$ cat config.mk
export PLATFORM = sky130hd
export DESIGN_NAME = pmst_rom_check
export DESIGN_NICKNAME = d
export VERILOG_FILES = /design/src/hw/pmst_pkg.sv /design/src/hw/pmst_rom_check.sv
export SDC_FILE = /design/constraint.sdc
export NUM_CORES = 1
export LEC_CHECK = 0
export ABC_AREA = 1
export BUFFER_PORTS_ARGS = -buffer_cell sky130_fd_sc_hd__buf_2
export CELL_PAD_IN_SITES_DETAIL_PLACEMENT = 0
export CELL_PAD_IN_SITES_GLOBAL_PLACEMENT = 1
export CORE_AREA = 4 4 136 138
export CTS_BUF_LIST = sky130_fd_sc_hd__clkbuf_8
export DETAILED_ROUTE_END_ITERATION = 7
export DIE_AREA = 0 0 140 142
export GPL_ROUTABILITY_DRIVEN = 0
export HOLD_SLACK_MARGIN = 0.02
export PLACE_DENSITY = 0.74
export SLEW_MARGIN = 10
export SYNTH_ARGS = -nofsm -noshare
export SYNTH_HDL_FRONTEND = slang
export SYNTH_SLANG_ARGS = --single-unit
export TNS_END_PERCENT = 50
$ cat constraint.sdc
create_clock -name clk_sys_i -period 2.1 [get_ports clk_sys_i]
set_input_delay 0.21 -clock clk_sys_i [delete_from_list [all_inputs] [get_ports clk_sys_i]]
set_output_delay 0.21 -clock clk_sys_i [all_outputs]
set_load 0.05 [all_outputs]
$ cat src/hw/pmst_pkg.sv
/*
 Shared constants, field positions and carrier types of the power-up
 memory self-test block. Assumes a 32-bit classic Wishbone register bus
 and 16-bit synchronous ROM and RAM devices.
*/
package pmst_pkg;
	localparam int PMST_DW     = 16;
	localparam int PMST_RAM_AW = 10;
	localparam int PMST_ROM_AW = 8;
	localparam int PMST_WB_AW  = 5;
	localparam int PMST_MSGS   = 20;

	// Register byte offsets
	localparam logic [4:0] REG_CTRL     = 5'h00;
	localparam logic [4:0] REG_TESTNUM  = 5'h04;
	localparam logic [4:0] REG_STATUS   = 5'h08;
	localparam logic [4:0] REG_RESULT   = 5'h0C;
	localparam logic [4:0] REG_DET_ADDR = 5'h10;
	localparam logic [4:0] REG_DET_ACT  = 5'h14;
	localparam logic [4:0] REG_DET_EXP  = 5'h18;
	localparam logic [4:0] REG_LEDS     = 5'h1C;

	// Control fields
	localparam int CB_RUN    = 0;
	localparam int CB_SCOPE  = 1;
	localparam int CB_LOOP   = 4;
	localparam int CB_STOP_ERR = 5;
	localparam int CB_VERB   = 6;
	localparam int CB_PUP    = 7;
	localparam logic [7:0] CTRL_RST = 8'h80;

	// Status fields
	localparam int SB_BUSY = 0;
	localparam int SB_OK   = 1;
	localparam int SB_FAIL = 2;
	localparam int SB_BYP  = 3;
	localparam int SB_MORE = 4;
	localparam int SB_SRQ  = 5;

	// Result fields
	localparam int RB_TEST = 8;
	localparam int RB_FAIL = 12;
	localparam int RB_MORE = 13;
	localparam logic [1:0] RES_PASSED   = 2'h0;
	localparam logic [1:0] RES_FAILED   = 2'h1;
	localparam logic [1:0] RES_BYPASSED = 2'h2;

	typedef enum logic [2:0] {
		SC_ALL = 3'h0,
		SC_MPU = 3'h1,
		SC_PANEL = 3'h2,
		SC_ACQ = 3'h3,
		SC_NUM = 3'h4
	} pmst_scope_e;

	// Test codes as shown on the diagnostic LEDs
	localparam logic [3:0] TC_NONE     = 4'h0;
	localparam logic [3:0] TC_ROM_LOC0 = 4'h2;
	localparam logic [3:0] TC_ROM_SUM0 = 4'h6;
	localparam logic [3:0] TC_ROM_SUM3 = 4'h9;
	localparam logic [3:0] TC_RAM_DATA = 4'hA;
	localparam logic [3:0] TC_RAM_ADDR = 4'hB;
	localparam logic [15:0] MPU_MASK   = 16'h0FFC;

	localparam logic [1:0] LS_IDLE = 2'h0;
	localparam logic [1:0] LS_RUN  = 2'h1;
	localparam logic [1:0] LS_ERR  = 2'h2;

	localparam logic [15:0] ROM_LOC_BASE = 16'h0000;
	localparam logic [15:0] WALK_FIRST   = 16'h0001;
	localparam logic [4:0][15:0] ADDR_PAT = {16'hAAAA, 16'h5555, 16'h0F0F,
		16'hCCCC, 16'hAAAA};
	localparam logic [2:0] PH_LAST  = 3'h5;
	localparam logic [3:0] OPT_LAST = 4'h9;
	localparam logic [3:0] OPT_ALL  = 4'hF;
	localparam logic [3:0] OPT_FIRST = 4'h1;
	localparam logic [1:0] BOOT_CYC = 2'h3;

	typedef struct packed {
		logic                  cyc;
		logic                  stb;
		logic                  we;
		logic [PMST_WB_AW-1:0] adr;
		logic [3:0]            sel;
		logic [31:0]           dat;
	} pmst_wb_req_s;

	typedef struct packed {
		logic        ack;
		logic [31:0] dat;
	} pmst_wb_rsp_s;

	typedef struct packed {
		logic                   re;
		logic                   we;
		logic [PMST_RAM_AW-1:0] addr;
		logic [PMST_DW-1:0]     wdata;
	} pmst_ram_req_s;
endpackage

$ cat src/hw/pmst_rom_check.sv
/*
 One ROM check: placement code in the last word, or a wrapping sum of
 words 1..last against the reference in word 0. Assumes a synchronous
 ROM returning data the cycle after rom_re_o.
*/
`timescale 1ns/1ps
module pmst_rom_check #(
	parameter int ROM_AW = pmst_pkg::PMST_ROM_AW
) (
	// Clock and reset
	input  wire logic                         clk_sys_i,
	input  wire logic                         reset_n_i,
	// Command
	input  wire logic                         start_i,
	input  wire logic [1:0]                   rom_idx_i,
	input  wire logic                         sum_mode_i,
	// ROM port
	output logic      [1:0]                   rom_sel_o,
	output logic      [ROM_AW-1:0]            rom_addr_o,
	output logic                              rom_re_o,
	input  wire logic [pmst_pkg::PMST_DW-1:0] rom_data_i,
	// Result
	output logic                              done_o,
	output logic                              fail_o,
	output logic      [ROM_AW-1:0]            fail_addr_o,
	output logic      [pmst_pkg::PMST_DW-1:0] fail_act_o,
	output logic      [pmst_pkg::PMST_DW-1:0] fail_exp_o
);
	import pmst_pkg::*;

	localparam logic [ROM_AW-1:0] LAST = '1;
	localparam logic [ROM_AW-1:0] HDR  = '0;

	logic               iss_r;
	logic               dv_r;
	logic               mode_r;
	logic [ROM_AW-1:0]  addr_r;
	logic [ROM_AW-1:0]  da_r;
	logic [PMST_DW-1:0] ref_r;
	logic [PMST_DW-1:0] sum_r;
	logic [PMST_DW-1:0] sum_nxt;
	logic [PMST_DW-1:0] loc_exp;

	assign rom_addr_o = addr_r;
	assign rom_re_o   = iss_r;
	// Carries past the reference width are dropped
	assign sum_nxt = sum_r + rom_data_i;
	assign loc_exp = ROM_LOC_BASE + {{(PMST_DW-2){1'b0}}, rom_sel_o};

	always_ff @(posedge clk_sys_i or negedge reset_n_i) begin
		if (!reset_n_i) begin
			iss_r     <= 1'b0;
			mode_r    <= 1'b0;
			rom_sel_o <= 2'h0;
			addr_r    <= '0;
		end else if (start_i) begin
			iss_r     <= 1'b1;
			mode_r    <= sum_mode_i;
			rom_sel_o <= rom_idx_i;
			addr_r    <= sum_mode_i ? HDR : LAST;
		end else if (iss_r) begin
			if (addr_r == LAST) begin
				iss_r <= 1'b0;
			end else begin
				addr_r <= addr_r + 1'b1;
			end
		end
	end

	always_ff @(posedge clk_sys_i or negedge reset_n_i) begin
		if (!reset_n_i) begin
			dv_r        <= 1'b0;
			da_r        <= '0;
			ref_r       <= '0;
			sum_r       <= '0;
			done_o      <= 1'b0;
			fail_o      <= 1'b0;
			fail_addr_o <= '0;
			fail_act_o  <= '0;
			fail_exp_o  <= '0;
		end else begin
			dv_r   <= iss_r;
			da_r   <= addr_r;
			done_o <= 1'b0;
			if (start_i) begin
				sum_r  <= '0;
				fail_o <= 1'b0;
			end else if (dv_r) begin
				if (mode_r && da_r == HDR) begin
					ref_r <= rom_data_i;
				end else if (mode_r) begin
					sum_r <= sum_nxt;
				end
				if (da_r == LAST) begin
					done_o      <= 1'b1;
					fail_addr_o <= da_r;
					fail_act_o  <= mode_r ? sum_nxt : rom_data_i;
					fail_exp_o  <= mode_r ? ref_r : loc_exp;
					fail_o      <= mode_r ? (sum_nxt != ref_r) : (rom_data_i != loc_exp);
				end
			end
		end
	end
endmodule

==> impl_metrics.toml <==
[outcome]
status = "finished, violations left"
violations = "setup timing"

[sta]
worst_pin_slew_ns = 0.546
period_minus_slack_ns = 2.22
slew_headroom_pct = 63.6
setup_viol = 1
worst_slack_ns = -0.120
setup_tns_ns = -0.120
fin_skew_ns = 0.0193
max_freq_mhz = 450
holdWs_ns = 0.108
hold_viol_final = 0
drv_slew = 0
timing.final.crit_share_pct = 106
rsz0062_at_grt = "true"

[global_routing]
grt_first_pass_wirelength_mm = 24.3
gr-usage-all-layers_pct = 15.6
grt_pass1_vias = 4634
grt_max_degree = 39
grt_overflow_total = 0
antenna_found_initial = 0

[power]
irDropWorstVdd_uv = 432
p_total_mw = 5.56
leakage_nw = 3.42
power_density_mw_per_mm2 = 846

[routing]
routed_wl_mm = 15.3
viasPerCell = 4.65
routedWlPerCell_um = 15.2
ant_nets = 0
dr.pass1.iters = 5
vias = 4680
drtIter0Drc = 197
drt_drc_violations_left = 0

[floorplan]
io-pin-count = 75
core_area_mm2 = 0.0172
dieArea_mm2 = 0.0199
start_util_pct = 29.8
die_y_um = 142
die_x_um = 140
row_count = 48

[final_layout]
final_common_cell = "nand2_1"
area_delta_synth_final_pct = 28.5
diodes = 0
layout_common_cells = "159 x nand2_1, 95 x dfrtp_1, 94 x inv_1, 73 x buf_2, 49 x buf_4"
finalNetCount = 815
drive_above_1_share_pct = 26.5
num-fill-cells = 1855

[synth]
avgSynthCellArea_um2 = 7.84
synth_top_cell_by_area = "dfrtp_1"
synth_nets = 691
synth-seq-area-share_pct = 46.5
synth_async_sr_flop_share_pct = 100
synthTopCellsByArea = "dfrtp_1 46%, nand2_1 12%, inv_1 7.0%, nand3_1 4.6%, o21ai_0 4.6%"
synth_top_area_share_pct = 46.5
netlist_area_mm2 = 0.00511
synth_edf_count = 0
ys_warn_count = 0
netlist-cell-type-count = 43
synth-main-ff-cell = "dfrtp_1"
syn_inst = 652
synth_seq_cells = 95

[setup_path]
arrival_ns = 2.51
worstSetupPathType = "reg2reg"
cp-end-kind = "flop"
crit_required_ns = 2.39
critPathLaunch = "sum_r[0]$_DFFE_PN0P_"
cp-start-kind = "flop"
worstRegToRegCells = 14
crit_fanout = 2
rr_startpoint = "sum_r[0]$_DFFE_PN0P_"

[worst_hold_path]
hold_class = "in2reg"
holdPathStages = 3
min_from = "sum_mode_i"

[place]
place_worst_setup_slack_ns = -0.148
dp.final_hpwl_mm = 11.6
port_buffers = 74

[clock_network]
cts-htree-levels = 3
cts_root_buf = "clkbuf_8"
cts_buffers = 9
path_clk_slew_ns = 0.11
insertion_delay_ns = 0.39
cts_buffer_depth = 2
clkSinkCount = 95
cts_tree = "done"

[run]
maxCapViolations = 0
==> kinds of logic (layout without fill, tap and decap cells) <==
| logic type | after synthesis | after routing | share of synthesized area [%] |
|---|---|---|---|
| buffers and inverters | 113 | 242 | 8.44 |
| multiplexers | 3 | 3 | 0.636 |
| AND/OR/NAND/NOR | 306 | 306 | 26.5 |
| XOR/XNOR | 12 | 12 | 2.05 |
| adder cells (fa/ha/maj) | 17 | 17 | 4.31 |
| AO/OA/AOI/OAI | 106 | 106 | 11.6 |
| flip-flops | 95 | 95 | 46.5 |
==> worst max-delay path, cell delays in order (launching register included) <==
cell	delay [ns]
dfrtp_1	0.40
ha_2	0.19
fa_2	0.55
xnor2_1	0.12
nand3_1	0.10
nor2_1	0.11
nand2_1	0.07
inv_2	0.05
nand2_1	0.05
nor2_1	0.09
nand4_1	0.11
nor2_1	0.10
nand2_1	0.06
nand2_1	0.06
nand2_1	0.05
==> timing repair <==
action,in CTS,in global routing
cloned,0,0
hold buffers,3,0
endpoints found under the hold margin,38,0
endpoints found under the setup margin,3,8
buffers inserted,0,1
gates resized for setup,4,34
pin swaps,0,10
==> registers in the layout, indices dropped and copies added, names as in the netlist <==
signal and count:
fail_act_o 16, fail_exp_o 16, ref_r 16, sum_r 16, da_r 8, fail_addr_o 8, rom_addr_o 8, rom_sel_o 2
done_o 1, dv_r 1, fail_o 1, mode_r 1, rom_re_o 1
==> stage by stage <==
step	cell area, um^2	utilization (%)	instances
floorplan	5110	-	652
global placement	6110	35.5	986
detailed placement	6110	35.5	986
CTS	6370	37.1	1005
global route	6580	38.3	1006
finish	6580	38.3	1006
==> metal layers <==
metal	track usage, %	share of wire [%]	vias to the layer above	routed length, um
met1	22.5	50	2197	7590
met4	4.90	2.0	0	307
met3	3.13	4.7	17	712
met5	0	0	-	0
met2	23.9	44	109	6670
li1	-	-	2357	-
==> cell type report <==
type / instances / area, um^2 / area share [%]
multi-input cells: 444 / 2510 / 38.2
inverters: 98 / 368 / 5.59
clock buffers: 9 / 124 / 1.88
flip-flops and latches: 95 / 2380 / 36.2
clock inverters: 7 / 97.6 / 1.48
well taps: 225 / 282 / 4.28
repair buffers: 128 / 815 / 12.4
==> synthesized netlist by cell type, types with 7 or more instances <==
cell and count:
a21oi_1 32, clkbuf_1 9, dfrtp_1 95, ha_1 16, inv_1 95, nand2_1 168
nand2_2 12, nand3_1 47, nand4_1 12, nor2_1 41, o21ai_0 47, o22ai_1 10
or2_2 8, xor2_1 7
==> where the power goes <==
part | switching [mW] | internal [mW] | total [mW]
logic | 1.21 | 0.817 | 2.03
clock network | 0.777 | 0.592 | 1.37
registers | 0.160 | 2.01 | 2.17
==> path summary, 6_finish.rpt <==
| path | endpoint | slack (ns) |
|---|---|---|
| setup / recovery | fail_o$_DFFE_PN0P_ | -0.12 |
| hold / removal | mode_r$_DFFE_PN0P_ | 0.11 |
| setup reg to reg | fail_o$_DFFE_PN0P_ | -0.12 |
| hold reg to reg | da_r[5]$_DFF_PN0_ | 0.44 |
| max in group asynchronous | ref_r[3]$_DFFE_PN0P_ | 1.04 |
| min in group asynchronous | fail_exp_o[8]$_DFFE_PN0P_ | 0.33 |
Power figures use the tool's default switching activity.
